### src/design/spi_port_pkg.sv
// Constants for the serial port status, data and shared pin block.
// Assumes an APB slave with byte addresses equal to four times a register index.
//
// Notes on behaviour
// Done flag sets when the eighth serial clock cycle of a byte has ended.
// Done flag clears after a status read seeing it, then a data access.
// Data write during a transfer is dropped, shifter kept, collision flag set.
// The collision flag never raises the interrupt request.
// Collision flag clears after a status read seeing it, then a data access.
// Fault flag sets while master mode is chosen and select pin is low.
// Direction bit seven set disables fault detection and holds fault flag clear.
// Fault flag clears after a status read seeing it, then a control write.
// A mode fault forces direction bits five, six and seven to zero.
// Data reads come from a read buffer; writes load the shifter directly.
// Each transfer shifts eight positions, exchanging one byte each way.
// Reset leaves the data register contents unchanged.
// Reset clears all direction bits, so all pins are inputs except those an async transmitter claims, bit three or one.
// Port read gives pin level for inputs, driver value for outputs.
// Port writes fill a latch driving only general outputs, never function pins.
// Direction bit zero means input, one means output, unless a function overrides.
// Async receiver in two-wire use forces its pin, bit two or zero, to input.
// Async transmitter in two-wire use forces its pin, bit three or one, to output.
// Enabled serial inputs on pins six to four ignore direction; outputs need it.
// Slave mode: pin seven is select input; master: bit seven picks its role.
// With interrupt enable set, done or fault flag requests an interrupt.
// Software writes to the status register are ignored.
// A flag set coinciding with the last step of its clear leaves it set.

package spi_port_pkg;

  // ----------------------------------------------------------------
  // Register indices (byte address is four times the index)
  // ----------------------------------------------------------------
  localparam int unsigned ADDR_W     = 10;
  localparam logic [7:0]  IDX_CTRL   = 8'hd0;
  localparam logic [7:0]  IDX_BAUD   = 8'hd2;
  localparam logic [7:0]  IDX_STATUS = 8'hd3;
  localparam logic [7:0]  IDX_DATA   = 8'hd5;
  localparam logic [7:0]  IDX_PORT   = 8'hd6;
  localparam logic [7:0]  IDX_DIR    = 8'hd7;

  // ----------------------------------------------------------------
  // Control register fields
  // ----------------------------------------------------------------
  localparam int unsigned CR_IRQ_EN    = 7;
  localparam int unsigned CR_ENABLE    = 6;
  localparam int unsigned CR_MASTER    = 4;
  localparam int unsigned CR_CPOL      = 3;
  localparam int unsigned CR_CPHA      = 2;
  localparam int unsigned CR_SEL_OUT   = 1;
  localparam int unsigned CR_LSB_FIRST = 0;
  localparam logic [7:0]  CTRL_FAULT_HIDE = 8'h50;

  // Status register fields
  localparam int unsigned ST_DONE  = 7;
  localparam int unsigned ST_COLL  = 6;
  localparam int unsigned ST_FAULT = 4;

  // ----------------------------------------------------------------
  // Pin positions and reset values
  // ----------------------------------------------------------------
  localparam int unsigned PIN_RX0  = 0;
  localparam int unsigned PIN_TX0  = 1;
  localparam int unsigned PIN_RX1  = 2;
  localparam int unsigned PIN_TX1  = 3;
  localparam int unsigned PIN_MISO = 4;
  localparam int unsigned PIN_MOSI = 5;
  localparam int unsigned PIN_SCK  = 6;
  localparam int unsigned PIN_SEL  = 7;
  localparam logic [7:0]  DIR_FAULT_KEEP = 8'h1f;
  localparam logic [7:0]  CTRL_RST = 8'h00;
  localparam logic [7:0]  BAUD_RST = 8'h00;
  localparam logic [7:0]  DIR_RST  = 8'h00;
  localparam logic [7:0]  PORT_RST = 8'h00;

  // Serial clock edges in one byte and rate field width
  localparam int unsigned RATE_W      = 3;
  localparam logic [4:0]  LAST_EDGE   = 5'h0f;

endpackage : spi_port_pkg

### src/design/sync_two_ff.sv
// Two flip-flop synchroniser for a bundle of independent levels.
// Assumes each bit is a slow level; no bus coherency is given.
`timescale 1ns/1ps
module sync_two_ff #(
  parameter int unsigned WIDTH = 8
) (
  input  wire logic             i_clock,
  input  wire logic             i_rst_n,
  input  wire logic [WIDTH-1:0] i_async,
  output logic      [WIDTH-1:0] o_sync
);
  logic [WIDTH-1:0] meta_q;

  // First stage feeds only the second stage
  always_ff @(posedge i_clock or negedge i_rst_n) begin
    if (!i_rst_n) begin
      meta_q <= '0;
      o_sync <= '0;
    end else begin
      meta_q <= i_async;
      o_sync <= meta_q;
    end
  end
endmodule : sync_two_ff

### src/design/serial_shifter.sv
// Byte shift engine: master clock generation or slave edge following.
// Assumes serial clock and select inputs are already synchronised.
`timescale 1ns/1ps
module serial_shifter import spi_port_pkg::*; #(
  parameter int unsigned RW = RATE_W
) (
  input  wire logic          i_clock,
  input  wire logic          i_rst_n,
  input  wire logic          i_master,
  input  wire logic          i_enable,
  input  wire logic          i_cpha,
  input  wire logic          i_lsbf,
  input  wire logic [RW-1:0] i_rate,
  input  wire logic          i_load,
  input  wire logic [7:0]    i_load_data,
  input  wire logic          i_sck,
  input  wire logic          i_sel_n,
  input  wire logic          i_sdi,
  output logic               o_sck_level,
  output logic               o_sdo,
  output logic               o_busy,
  output logic               o_done,
  output logic [7:0]         o_rx_data
);
  logic [7:0] tx_q;
  logic [8:0] div_q;
  logic [4:0] edges_q;
  logic       run_q;
  logic       sck_prev_q;

  // Edge selection and bit position
  wire [8:0] half     = 9'h001 << i_rate;
  wire       tick     = run_q & (div_q == half - 9'h001);
  wire       sl_edge  = ~i_sel_n & (i_sck != sck_prev_q);
  wire       edge_hit = i_enable & (i_master ? tick : sl_edge);
  wire       sample   = edge_hit & (edges_q[0] == i_cpha);
  wire       last     = edge_hit & (edges_q == LAST_EDGE);
  wire [4:0] adj      = edges_q - {4'h0, i_cpha};
  wire [2:0] pos      = i_lsbf ? adj[3:1] : 3'h7 - adj[3:1];
  wire       abort    = ~i_enable | (~i_master & i_sel_n);

  assign o_busy = run_q | (edges_q != 5'h00);
  assign o_sdo  = tx_q[pos];

  // Data path has no reset so contents survive it
  always_ff @(posedge i_clock) begin
    if (o_done) tx_q <= o_rx_data;
    if (i_load) tx_q <= i_load_data;
    if (sample) o_rx_data[pos] <= i_sdi;
  end

  // Clock divider, edge counter and serial clock level
  always_ff @(posedge i_clock or negedge i_rst_n) begin
    if (!i_rst_n) begin
      run_q <= 1'b0;
      div_q <= 9'h000;
      edges_q <= 5'h00;
      o_sck_level <= 1'b0;
      sck_prev_q <= 1'b0;
      o_done <= 1'b0;
    end else begin
      sck_prev_q <= i_sck;
      o_done <= last;
      div_q <= (run_q & ~tick) ? div_q + 9'h001 : 9'h000;
      if (abort) begin
        run_q <= 1'b0;
        edges_q <= 5'h00;
        o_sck_level <= 1'b0;
      end else if (i_load & i_master) begin
        run_q <= 1'b1;
      end else if (edge_hit) begin
        edges_q <= last ? 5'h00 : edges_q + 5'h01;
        o_sck_level <= ~o_sck_level;
        if (last) run_q <= 1'b0;
      end
    end
  end
endmodule : serial_shifter

### src/design/spi_status_data_port.sv
// Serial port status flags, data register and shared port pin control.
// Assumes an APB master on i_clock and pins that arrive asynchronously.
//
// The APB slave port was chosen for this implementation.
`timescale 1ns/1ps
module spi_status_data_port import spi_port_pkg::*; (
  input  wire logic              i_clock,
  input  wire logic              i_nrst,
  input  wire logic              i_psel,
  input  wire logic              i_penable,
  input  wire logic              i_pwrite,
  input  wire logic [ADDR_W-1:0] i_paddr,
  input  wire logic [31:0]       i_pwdata,
  output logic      [31:0]       o_prdata,
  output logic                   o_pready,
  output logic                   o_pslverr,
  input  wire logic [7:0]        i_pin,
  output logic      [7:0]        o_pin,
  output logic      [7:0]        o_pin_oe,
  input  wire logic [1:0]        i_async_rx_on,
  input  wire logic [1:0]        i_async_tx_on,
  input  wire logic [1:0]        i_async_txd,
  output logic      [1:0]        o_async_rxd,
  output logic                   o_serial_irq
);

  // ----------------------------------------------------------------
  // Reset release
  // ----------------------------------------------------------------
  logic rst_meta_q;
  logic rst_n;

  // Release is delayed two edges; assertion is immediate
  always_ff @(posedge i_clock or negedge i_nrst) begin
    if (!i_nrst) begin
      rst_meta_q <= 1'b0;
      rst_n <= 1'b0;
    end else begin
      rst_meta_q <= 1'b1;
      rst_n <= rst_meta_q;
    end
  end

  // ----------------------------------------------------------------
  // Pin synchronisers
  // ----------------------------------------------------------------
  logic [7:0] pin_s;

  sync_two_ff #(
    .WIDTH (8)
  ) u_pin_sync (
    .i_clock (i_clock),
    .i_rst_n (rst_n),
    .i_async (i_pin),
    .o_sync  (pin_s)
  );

  // ----------------------------------------------------------------
  // Register state
  // ----------------------------------------------------------------
  logic [7:0] ctrl_q;
  logic [7:0] baud_q;
  logic [7:0] dir_q;
  logic [7:0] dir_d;
  logic [7:0] port_q;
  logic [7:0] rbuf_q;
  logic       done_flag_q;
  logic       coll_flag_q;
  logic       fault_flag_q;
  logic       arm_done_q;
  logic       arm_coll_q;
  logic       arm_fault_q;

  // ----------------------------------------------------------------
  // APB decode
  // ----------------------------------------------------------------
  wire [7:0] idx        = i_paddr[ADDR_W-1:2];
  wire       setup      = i_psel & ~i_penable;
  wire       access     = i_psel & i_penable;
  wire       hit_ctrl   = (idx == IDX_CTRL);
  wire       hit_baud   = (idx == IDX_BAUD);
  wire       hit_status = (idx == IDX_STATUS);
  wire       hit_data   = (idx == IDX_DATA);
  wire       hit_port   = (idx == IDX_PORT);
  wire       hit_dir    = (idx == IDX_DIR);
  wire       hit_any    = hit_ctrl | hit_baud | hit_status
                        | hit_data | hit_port | hit_dir;
  wire       wr         = access & i_pwrite;
  wire       rd         = access & ~i_pwrite;
  wire [7:0] wdata      = i_pwdata[7:0];

  // Zero wait states; unmapped addresses answer with an error
  assign o_pready  = 1'b1;
  assign o_pslverr = access & ~hit_any;

  // ----------------------------------------------------------------
  // Shifter hookup
  // ----------------------------------------------------------------
  logic       sck_level;
  logic       sdo;
  logic       busy;
  logic       xfer_done;
  logic [7:0] rx_data;

  // Fault hides the enable and master bits from the logic
  wire eff_master = ctrl_q[CR_MASTER] & ~fault_flag_q;
  wire eff_enable = ctrl_q[CR_ENABLE] & ~fault_flag_q;
  wire sel_in_n   = eff_master | pin_s[PIN_SEL];
  wire sdi        = eff_master ? pin_s[PIN_MISO] : pin_s[PIN_MOSI];

  // A write while shifting is dropped, not queued
  wire data_acc = access & hit_data;
  wire data_ld  = wr & hit_data & ~busy;
  wire coll_evt = wr & hit_data & busy;

  serial_shifter #(
    .RW (RATE_W)
  ) u_shifter (
    .i_clock     (i_clock),
    .i_rst_n     (rst_n),
    .i_master    (eff_master),
    .i_enable    (eff_enable),
    .i_cpha      (ctrl_q[CR_CPHA]),
    .i_lsbf      (ctrl_q[CR_LSB_FIRST]),
    .i_rate      (baud_q[RATE_W-1:0]),
    .i_load      (data_ld),
    .i_load_data (wdata),
    .i_sck       (pin_s[PIN_SCK]),
    .i_sel_n     (sel_in_n),
    .i_sdi       (sdi),
    .o_sck_level (sck_level),
    .o_sdo       (sdo),
    .o_busy      (busy),
    .o_done      (xfer_done),
    .o_rx_data   (rx_data)
  );

  // ----------------------------------------------------------------
  // Mode fault
  // ----------------------------------------------------------------
  // Detection only while master mode is chosen and direction bit seven is clear
  wire fault_evt = ctrl_q[CR_MASTER] & ~dir_q[PIN_SEL]
                 & ~pin_s[PIN_SEL];

  // Fault wins over a same-cycle direction write
  wire [7:0] dir_wr = (wr & hit_dir) ? wdata : dir_q;
  assign dir_d = fault_evt ? (dir_wr & DIR_FAULT_KEEP) : dir_wr;

  // ----------------------------------------------------------------
  // Flag clear sequences
  // ----------------------------------------------------------------
  wire st_rd   = rd & hit_status;
  wire ctrl_wr = wr & hit_ctrl;

  // Arming remembers what the status read actually returned
  always_ff @(posedge i_clock or negedge rst_n) begin
    if (!rst_n) begin
      arm_done_q <= 1'b0;
      arm_coll_q <= 1'b0;
      arm_fault_q <= 1'b0;
    end else if (st_rd) begin
      arm_done_q <= o_prdata[ST_DONE];
      arm_coll_q <= o_prdata[ST_COLL];
      arm_fault_q <= o_prdata[ST_FAULT];
    end else begin
      if (data_acc) arm_done_q <= 1'b0;
      if (data_acc) arm_coll_q <= 1'b0;
      if (ctrl_wr) arm_fault_q <= 1'b0;
    end
  end

  // Set terms come first so a coincident clear loses
  always_ff @(posedge i_clock or negedge rst_n) begin
    if (!rst_n) begin
      done_flag_q <= 1'b0;
      coll_flag_q <= 1'b0;
      fault_flag_q <= 1'b0;
    end else begin
      if (xfer_done) done_flag_q <= 1'b1;
      else if (data_acc & arm_done_q) done_flag_q <= 1'b0;
      if (coll_evt) coll_flag_q <= 1'b1;
      else if (data_acc & arm_coll_q) coll_flag_q <= 1'b0;
      if (fault_evt) fault_flag_q <= 1'b1;
      else if (dir_q[PIN_SEL]) fault_flag_q <= 1'b0;
      else if (ctrl_wr & arm_fault_q) fault_flag_q <= 1'b0;
    end
  end

  // ----------------------------------------------------------------
  // Writable registers
  // ----------------------------------------------------------------
  // Status has no write path at all
  always_ff @(posedge i_clock or negedge rst_n) begin
    if (!rst_n) begin
      ctrl_q <= CTRL_RST;
      baud_q <= BAUD_RST;
      dir_q <= DIR_RST;
      port_q <= PORT_RST;
    end else begin
      if (ctrl_wr) ctrl_q <= wdata;
      if (wr & hit_baud) baud_q <= wdata;
      if (wr & hit_port) port_q <= wdata;
      dir_q <= dir_d;
    end
  end

  // Read buffer keeps its byte across reset
  always_ff @(posedge i_clock) begin
    if (xfer_done) rbuf_q <= rx_data;
  end

  // ----------------------------------------------------------------
  // Pin function overrides
  // ----------------------------------------------------------------
  logic [7:0] own;
  logic [7:0] f_oe;
  logic [7:0] f_out;

  // Serial units claim pins; unclaimed pins stay general
  always_comb begin
    own = 8'h00;
    f_oe = 8'h00;
    f_out = port_q;
    own[PIN_RX0] = i_async_rx_on[0];
    own[PIN_RX1] = i_async_rx_on[1];
    own[PIN_TX0] = i_async_tx_on[0];
    own[PIN_TX1] = i_async_tx_on[1];
    f_oe[PIN_TX0] = 1'b1;
    f_oe[PIN_TX1] = 1'b1;
    f_out[PIN_TX0] = i_async_txd[0];
    f_out[PIN_TX1] = i_async_txd[1];
    if (eff_enable) begin
      own[PIN_MISO] = 1'b1;
      own[PIN_MOSI] = 1'b1;
      own[PIN_SCK] = 1'b1;
      // Inputs ignore direction; outputs still need it
      f_oe[PIN_MISO] = ~eff_master & dir_q[PIN_MISO]
                     & ~pin_s[PIN_SEL];
      f_oe[PIN_MOSI] = eff_master & dir_q[PIN_MOSI];
      f_oe[PIN_SCK] = eff_master & dir_q[PIN_SCK];
      f_out[PIN_MISO] = sdo;
      f_out[PIN_MOSI] = sdo;
      f_out[PIN_SCK] = sck_level ^ ctrl_q[CR_CPOL];
      // Slave: select input; master: direction bit picks role
      if (!eff_master || !dir_q[PIN_SEL]) begin
        own[PIN_SEL] = 1'b1;
      end else if (ctrl_q[CR_SEL_OUT]) begin
        own[PIN_SEL] = 1'b1;
        f_oe[PIN_SEL] = 1'b1;
        f_out[PIN_SEL] = ~busy;
      end
    end
  end

  // Direction register governs unclaimed pins and also gates the claimed outputs on pins four to seven, but not the async transmit pins
  assign o_pin_oe    = (own & f_oe) | (~own & dir_q);
  assign o_pin       = (own & f_out) | (~own & port_q);
  assign o_async_rxd = {pin_s[PIN_RX1], pin_s[PIN_RX0]};

  // ----------------------------------------------------------------
  // Read data
  // ----------------------------------------------------------------
  wire [7:0] status_v = {done_flag_q, coll_flag_q, 1'b0,
                         fault_flag_q, 4'h0};
  wire [7:0] ctrl_v   = fault_flag_q ? (ctrl_q & ~CTRL_FAULT_HIDE) : ctrl_q;
  wire [7:0] port_v   = (o_pin_oe & o_pin) | (~o_pin_oe & pin_s);
  wire [7:0] rd_mux   = ({8{hit_ctrl}} & ctrl_v)
                      | ({8{hit_baud}} & baud_q)
                      | ({8{hit_status}} & status_v)
                      | ({8{hit_data}} & rbuf_q)
                      | ({8{hit_port}} & port_v)
                      | ({8{hit_dir}} & dir_q);

  // Captured in setup so the value seen is the value armed on
  always_ff @(posedge i_clock or negedge rst_n) begin
    if (!rst_n) begin
      o_prdata <= 32'h0000_0000;
    end else if (setup & ~i_pwrite) begin
      o_prdata <= {24'h00_0000, rd_mux};
    end
  end

  // ----------------------------------------------------------------
  // Interrupt request
  // ----------------------------------------------------------------
  // Collision is deliberately left out of the request
  assign o_serial_irq = ctrl_q[CR_IRQ_EN]
                      & (done_flag_q | fault_flag_q);

endmodule : spi_status_data_port

### config.mk
export PLATFORM = sky130hd
export DESIGN_NAME = spi_status_data_port
export DESIGN_NICKNAME = d
export VERILOG_FILES = /design/src/design/spi_port_pkg.sv /design/src/design/sync_two_ff.sv /design/src/design/serial_shifter.sv /design/src/design/spi_status_data_port.sv
export SDC_FILE = /design/constraint.sdc
export NUM_CORES = 1
export LEC_CHECK = 0
export ABC_AREA = 1
export BUFFER_PORTS_ARGS = -buffer_cell sky130_fd_sc_hd__buf_2
export CORE_MARGIN = 1
export CORE_UTILIZATION = 50
export CTS_CLUSTER_SIZE = 30
export DETAILED_ROUTE_END_ITERATION = 16
export GPL_TIMING_DRIVEN = 0
export PLACE_DENSITY = 0.84
export SYNTH_ARGS = -nofsm -noshare
export SYNTH_HDL_FRONTEND = slang
export SYNTH_HIERARCHICAL = 1
export SYNTH_SLANG_ARGS = --single-unit
### constraint.sdc
create_clock -name i_clock -period 2.3 [get_ports i_clock]
set_input_delay 0.115 -clock i_clock [delete_from_list [all_inputs] [get_ports i_clock]]
set_output_delay 0.115 -clock i_clock [all_outputs]
set_load 0.005 [all_outputs]
==> results.json, run 1 <==
{
  "status": "complete, but fails checks",
  "violations": "negative setup slack",
  "power_leakage_nw": 3.52,
  "place_hpwl_um": 9440,
  "synth.top_cell.area_share_pct": 36.3,
  "slew_headroom_pct": 35.6,
  "worstRegToRegCells": 19,
  "ir_worst_vdd_mv": 0.493,
  "chipWidth_um": 108,
  "async_flop_share_pct": 77.4,
  "synth_edf_count": 24,
  "worstSetupEndpointType": "primary output",
  "worst_ep_required_time_ns": 2.18,
  "startpoint_type": "flop",
  "grt_pass1_vias": 4187,
  "num_rows": 38,
  "gp_congestion": 0.892,
  "coreArea_mm2": 0.0109,
  "crit_fanout": 5,
  "fmax_mhz": 382,
  "wl_per_cell_um": 14.5,
  "hold_violations": 0,
  "drtAntennaViolNets": 0,
  "synthTopCellsByArea": "dfrtp_1 36%, edfxtp_1 13%, nand2_1 12%, inv_1 5.6%, nand3_1 5.4%",
  "skew_ns": 0.00622,
  "grt_max_degree": 68,
  "clk_latency_ns": 0.35,
  "cts_root_buf": "clkbuf_16",
  "ys_ff_latch": 106,
  "post-route-period-util_pct": 114,
  "die_y_um": 108,
  "hold_path.class": "in2reg",
  "holdPathStages": 3,
  "finish.net_count": 844,
  "final_layout_size_suffix_gt1_share_pct": 28.9,
  "clockBufferDepth": 2,
  "tightestPinTransition_ns": 0.956,
  "cts_sinks": 106,
  "netlist.top_cell.by_area": "dfrtp_1",
  "drt_wl_total_um": 13300,
  "fin_ws_ns": -0.316,
  "grt-ovfl-total": 0,
  "holdWs_ns": 0.0268,
  "ios": 114,
  "antenna_found_initial": 0,
  "syn_to_final_growth_pct": 21.0,
  "cts-buffers-inserted": 9,
  "powerDensity_mw_per_mm2": 559,
  "start_util_pct": 51.6,
  "avgSynthCellArea_um2": 8.57,
  "seq_area_frac_synth_pct": 49.1,
  "vias": 4666,
  "ys_types": 47,
  "drc_errors": 0,
  "cts_tree": "yes",
  "rsz0062_at_grt": "yes",
  "tns_ns": -0.923,
  "place_ws_ns": -0.261,
  "crit_arrival_ns": 2.50,
  "htreeDepth": 3,
  "maxCapViolCount": 0,
  "vias_per_cell": 5.06,
  "syn_area_mm2": 0.00565,
  "fin_area_mm2": 0.00684,
  "postSynthCellCount": 659,
  "synth_top_flop_cell": "dfrtp_1",
  "yosysWarnings": 6,
  "drv_slew": 0,
  "first_pass_iters": 5,
  "clk_pin_slew_worst_paths_ns": 0.07,
  "grtUsageTotal_pct": 23.3,
  "n_antenna_cell": 0,
  "setup_viol": 4,
  "placed_area_mm2": 0.00627,
  "port_buffers": 62,
  "dieArea_mm2": 0.0117,
  "fin_crit_ns": 2.62,
  "crit_type": "reg2out",
  "grt_pass1_wl_um": 20400,
  "dr.first_iter.drc_count": 393
}
==> power by group <==
group	internal [mW]	leakage, nW	total [mW]	switching, mW
clock	0.746	0.133	1.45	0.703
sequential	1.97	1.28	2.01	0.0396
combinational	0.157	2.11	0.363	0.206
==> Yosys cell counts, types with 4 or more instances <==
cell      count
nand2_4       4
inv_1        84
xor2_1        7
a21boi_1      4
buf_6         6
edfxtp_1     24
buf_4        25
inv_2         8
o21ai_2      24
nand2_1     175
a21oi_1      13
ha_1          5
o21ai_1      11
nor3_1        6
o21ai_0      10
nor2_1       43
nand3_1      61
nand2_2      14
dfrtp_1      82
or2_2         7
nor2_2        6
==> path summary, 6_finish.rpt <==
kind	slack, ns	from	end
setup reg to reg	-0.26	ctrl_q[2]	o_prdata[5]
setup / recovery	-0.32	ctrl_q[2]	o_pin[5]
hold reg to reg	0.19	rst_n	u_pin_sync/o_sync[6]
min in group asynchronous	0.08	i_nrst	rst_n
hold / removal	0.03	i_pwdata[3]	dir_q[3]
max in group asynchronous	1.52	rst_n	u_shifter/div_q[2]
==> layer usage <==
| metal | up-vias | GRT usage (%) | wire length (um) |
|---|---|---|---|
| li1 | 2278 | - | - |
| met1 | 2156 | 32.6 | 5760 |
| met2 | 208 | 35.6 | 6300 |
| met3 | 24 | 5.36 | 1010 |
| met4 | 0 | 7.92 | 271 |
| met5 | - | 0 | 0 |
==> kinds of logic after synthesis <==
family | after synthesis | share of synthesized area (%)
and+or+nand+nor | 337 | 28.3
AOI/OAI and AO/OA | 70 | 8.48
DFF | 106 | 49.1
buffers and inverters | 130 | 11.5
other | 2 | 0.133
xor gates and xnor gates | 9 | 1.40
adders and majority gates | 5 | 1.11
==> worst max-delay path, stage by stage, from the launching register on <==
cell	delay (ns)
dfrtp_1	0.42
ha_4	0.19
ha_4	0.22
or2_4	0.26
nand2_4	0.09
inv_4	0.05
nand2_1	0.05
nand2_1	0.04
nand2_1	0.06
nand2_1	0.05
or3_4	0.33
inv_2	0.06
nand2_2	0.06
nand2_2	0.11
inv_2	0.04
buf_6	0.10
==> state kept, by name, indices dropped and copies added (netlist names), 5 cells and up <==
name,flops
ctrl_q,8
u_pin_sync/meta_q,8
dir_q,8
o_prdata,8
baud_q,8
rbuf_q,8
u_shifter/edges_q,5
u_shifter/o_rx_data,8
port_q,8
u_shifter/tx_q,8
u_shifter/div_q,9
u_pin_sync/o_sync,8
==> cell usage in the layout (no fill, tap or decap), types with 2 or more instances in the layout <==
master | synthesis | final
nand2_1 | 175 | 166
dfrtp_1 | 82 | 81
inv_1 | 84 | 77
buf_2 | 1 | 61
nand3_1 | 61 | 59
nor2_1 | 43 | 43
buf_4 | 25 | 36
conb_1 | 2 | 26
o21ai_2 | 24 | 24
edfxtp_1 | 24 | 24
nand2_2 | 14 | 22
inv_2 | 8 | 13
a21oi_1 | 13 | 13
o21ai_1 | 11 | 11
o21ai_0 | 10 | 10
buf_6 | 6 | 9
clkbuf_16 | 0 | 9
dlygate4sd3_1 | 0 | 9
or2_2 | 7 | 7
nor2_2 | 6 | 6
xor2_1 | 7 | 6
nor3_1 | 6 | 6
nand2_4 | 4 | 5
a21boi_1 | 4 | 4
inv_4 | 1 | 3
clkbuf_1 | 3 | 3
nand4_1 | 3 | 3
nor2_8 | 3 | 3
nor2_4 | 3 | 3
inv_6 | 1 | 3
nor3b_1 | 3 | 3
ha_1 | 5 | 3
nand3_2 | 0 | 2
nand3_4 | 2 | 2
ha_4 | 0 | 2
==> through the flow <==
step / cells / util [%] / power (mW)
detailed placement: 886 / 57.4 / 2.38
finish: 923 / 62.5 / 3.82
global placement: 885 / 57.1 / 2.36
global route: 923 / 62.5 / 3.96
floorplan: 683 / - / 2.25
CTS: 918 / 61.6 / 3.83
==> final cells by class <==
cell class | count | area (um2)
fill | 911 | 4100
buffer | 36 | 288
sequential | 106 | 2780
multi-input combinational | 447 | 2420
clock inverter | 6 | 46.3
clock buffer | 10 | 229
tap | 140 | 175
timing repair buffer | 84 | 534
inverter | 94 | 365
==> timing repair <==
action,4_1_cts,5_1_grt
resized for setup,9,21
setup endpoints to repair,12,27
setup buffers,7,5
pin swaps,10,8
endpoints found under the hold margin,10,0
hold buffers,9,0
(Power assumes the default switching activity.)
==> inputs of run 2 (changes only) <==
--- a/config.mk
+++ b/config.mk
@@ -6,7 +6,7 @@
 export NUM_CORES = 1
 export LEC_CHECK = 0
 export ABC_AREA = 1
-export BUFFER_PORTS_ARGS = -buffer_cell sky130_fd_sc_hd__buf_2
+export BUFFER_PORTS_ARGS = -buffer_cell sky130_fd_sc_hd__buf_4
 export CORE_MARGIN = 1
 export CORE_UTILIZATION = 50
 export CTS_CLUSTER_SIZE = 30
==> run 2 against run 1 <==
Hold slack got worse by 0.014 ns. Routed wire length increased by 3.6%. Critical path type unchanged. Power increased by 2.8%. Sequential share of layout area decreased by 0.98 points. The run still ends with negative setup slack left. Highest routed layer unchanged. Largest cell class unchanged. Core utilization increased by 1.5 points. Die area unchanged. Flip-flop and latch count unchanged. Fmax decreased by 1.3%.
==> results.json, run 2 (synthesis results as in run 1) <==
{
  "fin_crit_ns": 2.65,
  "pwr-share-seq_pct": 51.2,
  "antenna_found_initial": 0,
  "powerDensity_mw_per_mm2": 561,
  "grt-ovfl-total": 0,
  "ir_worst_vdd_mv": 0.501,
  "slowest_delay_ns": 0.44,
  "syn_to_final_growth_pct": 24.0,
  "worstRegToRegCells": 17,
  "post-route-period-util_pct": 115,
  "drc_errors": 0,
  "ios": 114,
  "grtUsageTotal_pct": 24.5,
  "drtAntennaViolNets": 0,
  "start_util_pct": 51.6,
  "gp_congestion": 0.897,
  "slew_headroom_pct": 40.1,
  "clockPowerShare_pct": 38.7,
  "crit_arrival_ns": 2.54,
  "grt_max_degree": 68,
  "startpoint_type": "flop",
  "place_ws_ns": -0.298,
  "place_hpwl_um": 9740,
  "power.internal_mw": 2.95,
  "finish.net_count": 841,
  "holdWs_ns": 0.0126,
  "grt_pass1_vias": 4292,
  "drv_slew": 0,
  "power_frac_comb_pct": 10.1,
  "n_antenna_cell": 0,
  "dr.first_iter.drc_count": 386,
  "die_y_um": 108,
  "cts_tree": "yes",
  "first_pass_iters": 5,
  "fmax_mhz": 377,
  "maxCapViolCount": 0,
  "crit_top_cell": "nand2_2",
  "htreeDepth": 3,
  "drt_wl_total_um": 13800,
  "wl_per_cell_um": 15.0,
  "vias_per_cell": 5.19,
  "power_leakage_nw": 3.56,
  "coreArea_mm2": 0.0109,
  "setup_viol": 4,
  "vias": 4773,
  "layout_commonest_cell": "nand2_1",
  "fin_ws_ns": -0.350,
  "cts-buffers-inserted": 9,
  "top_register": "u_shifter/div_q",
  "crit_fanout": 5,
  "port_buffers": 62,
  "cp_cell_sequence": "ha_4 > ha_4 > or2_1 > nand2_2 > inv_4 > nand2_1 > a21oi_1 > or3_4 > inv_2 > nand2_2 > nand2_2 > inv_2 > buf_6",
  "cpMaxStageDelayCell": "dfrtp_1",
  "p_sw_mw": 0.985,
  "worst_ep_required_time_ns": 2.18,
  "rsz0062_at_grt": "yes",
  "violations": "negative setup slack",
  "switching_share_pct": 25.1,
  "status": "complete, but fails checks",
  "clk_latency_ns": 0.36,
  "final_cell_mix": "165 x nand2_1, 92 x buf_4, 81 x dfrtp_1",
  "clk_pin_slew_worst_paths_ns": 0.07,
  "cts_root_buf": "clkbuf_16",
  "worstPathBufferInverterCount": 4,
  "critical-path-top-delay-family": "simple AND/OR/NAND/NOR gates",
  "skew_ns": 0.00901,
  "num_rows": 38,
  "chipWidth_um": 108,
  "largest_register_ffs": 9,
  "hold_violations": 0,
  "final_layout_size_suffix_gt1_share_pct": 29.2,
  "cts_sinks": 106,
  "hold_path.class": "in2reg",
  "tightestPinTransition_ns": 0.890,
  "holdPathStages": 3,
  "grt_pass1_wl_um": 21300,
  "dieArea_mm2": 0.0117,
  "worstSetupEndpointType": "primary output",
  "clockBufferDepth": 2,
  "crit_type": "reg2out",
  "cp.depth": 13,
  "final_util_pct": 64.1
}
## run 2: cell types whose count changed in the layout (fill, tap and decap cells not counted), sizes merged
cell / before / now
inv: 97 / 98
buf: 108 / 105
clkinv: 2 / 1
## run 2: per-layer routing
layer  part of all wire [%]  wire length [um]  track usage (%)  vias to the layer above
li1                       -                 -                -                     2267
met1                     41              5600             33.4                     2224
met2                     47              6490             37.4                      247
met3                    9.3              1290             5.91                       35
met4                    3.2               440             10.3                        0
met5                      0                 0                0                        -
## run 2: worst reg2reg max path, stage by stage (launching register included)
cell and delay [ns]:
dfrtp_1 0.44, ha_4 0.20, ha_4 0.21, or2_1 0.21, nand2_2 0.12, inv_4 0.07, nand2_1 0.09, a21oi_1 0.08
or3_4 0.38, inv_2 0.07, nand2_2 0.07, nand2_2 0.12, buf_4 0.11, nand2_2 0.05, nand3_2 0.08, nand2_2 0.06
nor2_2 0.11, nor2_1 0.05
## run 2: path summary, 6_finish.rpt
path	startpoint	end	slack (ns)
max	ctrl_q[2]	o_pin[5]	-0.35
min	i_pwdata[1]	dir_q[1]	0.01
max reg2reg	ctrl_q[2]	o_prdata[5]	-0.31
max in group asynchronous	rst_n	u_shifter/div_q[3]	1.50
min reg2reg	rst_n	u_pin_sync/meta_q[5]	0.19
min in group asynchronous	i_nrst	rst_n	0.08
## run 2: per-stage QoR
step	instances	setup TNS (ns)	total power, mW	cell area, um2
2_1_floorplan	683	0	2.25	5760
3_3_place_gp	885	-1.62	2.40	6400
3_5_place_dp	886	-2.99	2.41	6430
4_1_cts	916	-2.98	3.93	6910
5_1_grt	920	-1.42	4.07	7010
6_report	920	-1.14	3.93	7010
## run 2: cell type report
type	count	area, um2
multi-input cells	447	2440
inverters	94	365
clock buffers	10	239
repair buffers	81	666
plain buffers	36	288
well taps	140	175
flip-flops and latches	106	2780
clock inverters	6	53.8
fillers	911	3930
## run 2: power by group through the flow
stage	Combinational (mW)	Clock [mW]	Sequential [mW]
detailed placement	0.363	0	2.05
global route	0.437	1.61	2.02
global placement	0.327	0	2.07
finish	0.396	1.52	2.01
CTS	0.385	1.54	2.01
floorplan	0.193	0	2.06
## run 2: timing repair
action	4_1_cts	5_1_grt
endpoints found under the hold margin	10	0
setup endpoints to repair	20	28
setup buffers	5	4
pin swaps	10	11
resized for setup	18	19
hold buffers	9	0
==> inputs of run 3 (changes only) <==
--- a/config.mk
+++ b/config.mk
@@ -11,7 +11,6 @@
 export CORE_UTILIZATION = 50
 export CTS_CLUSTER_SIZE = 30
 export DETAILED_ROUTE_END_ITERATION = 16
-export GPL_TIMING_DRIVEN = 0
 export PLACE_DENSITY = 0.84
 export SYNTH_ARGS = -nofsm -noshare
 export SYNTH_HDL_FRONTEND = slang
==> run 3 against run 2 <==
The flow still finishes with violations (negative setup slack). Die area is the same. Via count shrank 0.65%. Critical path depth grew 1. Combinational power shrank 13%. Final area shrank 3.3%. Largest cell class unchanged. Hold slack gained 0.0047 ns. Clock skew grew 0.0011 ns. Power grew 0.41%. Sequential power is essentially flat. Clock power grew 4%. Core utilization shrank 2.1 points. Sequential share of layout area grew 1.4 points.
==> results.json, run 3 (synthesis results as in run 1) <==
{
  "drt_wl_total_um": 14000,
  "grt_pass1_vias": 4637,
  "ios": 114,
  "rsz0062_at_grt": "yes",
  "coreArea_mm2": 0.0109,
  "setup_viol": 4,
  "layout_commonest_cell": "nand2_1",
  "port_buffers": 62,
  "status": "complete, but fails checks",
  "first_pass_iters": 5,
  "busiest_layer": "met2",
  "n_antenna_cell": 0,
  "place_ws_ns": -0.0947,
  "fin_crit_ns": 2.68,
  "met1_usage_pct": 32.1,
  "violations": "negative setup slack",
  "final_cell_mix": "170 x nand2_1, 84 x buf_4, 81 x inv_1, 81 x dfrtp_1, 60 x nand3_1",
  "largest_register_ffs": 9,
  "final_layout_size_suffix_gt1_share_pct": 25.7,
  "crit_arrival_ns": 2.57,
  "tightestPinTransition_ns": 0.930,
  "cts_root_buf": "clkbuf_16",
  "power_leakage_nw": 3.46,
  "grtUsageTotal_pct": 25.0,
  "clk_latency_ns": 0.35,
  "holdWs_ns": 0.0173,
  "ir_worst_vdd_mv": 0.486,
  "finish.net_count": 819,
  "crit_fanout": 3,
  "gp_congestion": 1.01,
  "vias": 4742,
  "grt_util_met3_pct": 4.34,
  "chipWidth_um": 108,
  "worst_ep_required_time_ns": 2.18,
  "worstSetupEndpointType": "primary output",
  "start_util_pct": 51.6,
  "drv_slew": 0,
  "hold_path.class": "in2reg",
  "clk_pin_slew_worst_paths_ns": 0.08,
  "use_met2_pct": 41.5,
  "syn_to_final_growth_pct": 19.9,
  "grt_pass1_wl_um": 22400,
  "grt-ovfl-total": 0,
  "die_y_um": 108,
  "fin_ws_ns": -0.383,
  "crit_type": "reg2out",
  "drtAntennaViolNets": 0,
  "antenna_found_initial": 0,
  "cts_sinks": 106,
  "fmax_mhz": 373,
  "vias_per_cell": 5.28,
  "cts-buffers-inserted": 9,
  "skew_ns": 0.0101,
  "cts_tree": "yes",
  "drc_errors": 0,
  "hold_violations": 0,
  "powerDensity_mw_per_mm2": 583,
  "maxCapViolCount": 0,
  "place_hpwl_um": 10100,
  "startpoint_type": "flop",
  "top_register": "u_shifter/div_q",
  "slew_headroom_pct": 37.4,
  "num_rows": 38,
  "wl_per_cell_um": 15.6,
  "dr.first_iter.drc_count": 397,
  "htreeDepth": 3,
  "reg2reg_slack_ns": -0.13,
  "dieArea_mm2": 0.0117,
  "grt_max_degree": 42,
  "post-route-period-util_pct": 117,
  "tns_ns": -0.898,
  "clockBufferDepth": 2
}
run 3: cell count changes in the layout (fill, tap and decap cells not counted), sizes merged:
cell,previous run,this run
clkinvlp,1,0
clkinv,1,3
buf,105,86
clkbuf,13,9
run 3: critical path, cell delays in order, from the launching register on:
cell and delay [ns]:
dfrtp_1 0.43, ha_4 0.20, ha_4 0.17, xnor2_4 0.12, xor2_2 0.18, buf_4 0.16
nand2_4 0.07, a21oi_1 0.05, or3_1 0.38, inv_1 0.08, nand2_2 0.07, nand2_2 0.07
buf_4 0.10, inv_1 0.03, buf_4 0.12
run 3: final timing paths:
check	cells past startpoint	endpoint	from
worst max-delay path	14	o_pin[5]	ctrl_q[2]
worst min-delay path	3	dir_q[1]	i_pwdata[1]
worst max register to register	17	o_prdata[5]	ctrl_q[2]
worst min register to register	0	u_pin_sync/meta_q[3]	rst_n
max in group asynchronous	1	ctrl_q[2]	rst_n
min in group asynchronous	2	rst_meta_q	i_nrst
run 3: repair_timing:
item / 4_1_cts / 5_1_grt
endpoints found under the hold margin: 10 / 0
pin swaps: 7 / 3
hold buffers: 9 / 0
cloned: 0 / 0
endpoints found under the setup margin: 4 / 4
buffers inserted: 3 / 2
resized for setup: 7 / 6
run 3: through the flow:
| stage | cell area [um2] | instances | power (mW) | utilization (%) |
|---|---|---|---|---|
| floorplan | 5760 | 683 | 2.25 | - |
| global route | 6770 | 898 | 4.07 | 61.9 |
| CTS | 6730 | 896 | 3.95 | 61.5 |
| finish | 6770 | 898 | 3.95 | 61.9 |
| detailed placement | 6270 | 868 | 2.38 | 57.3 |
| global placement | 6270 | 868 | 2.37 | 57.3 |
run 3: metal layers:
metal	up-vias	share of wire (%)
li1	2228	-
met1	2212	40
met2	265	49
met3	37	7.9
met4	0	3.0
met5	-	0
run 3: layout make-up:
type / instances / area [um2]
repair buffers: 95 / 752
flip-flops and latches: 106 / 2780
fillers: 874 / 4160
clock inverters: 7 / 88.8
well taps: 140 / 175
clock buffers: 9 / 225
multi-input cells: 447 / 2390
inverters: 94 / 360
run 3: where the power goes:
group	leakage, nW	switching, mW	internal, mW
logic	2.03	0.188	0.158
clock network	0.153	0.792	0.787
registers	1.28	0.0521	1.97
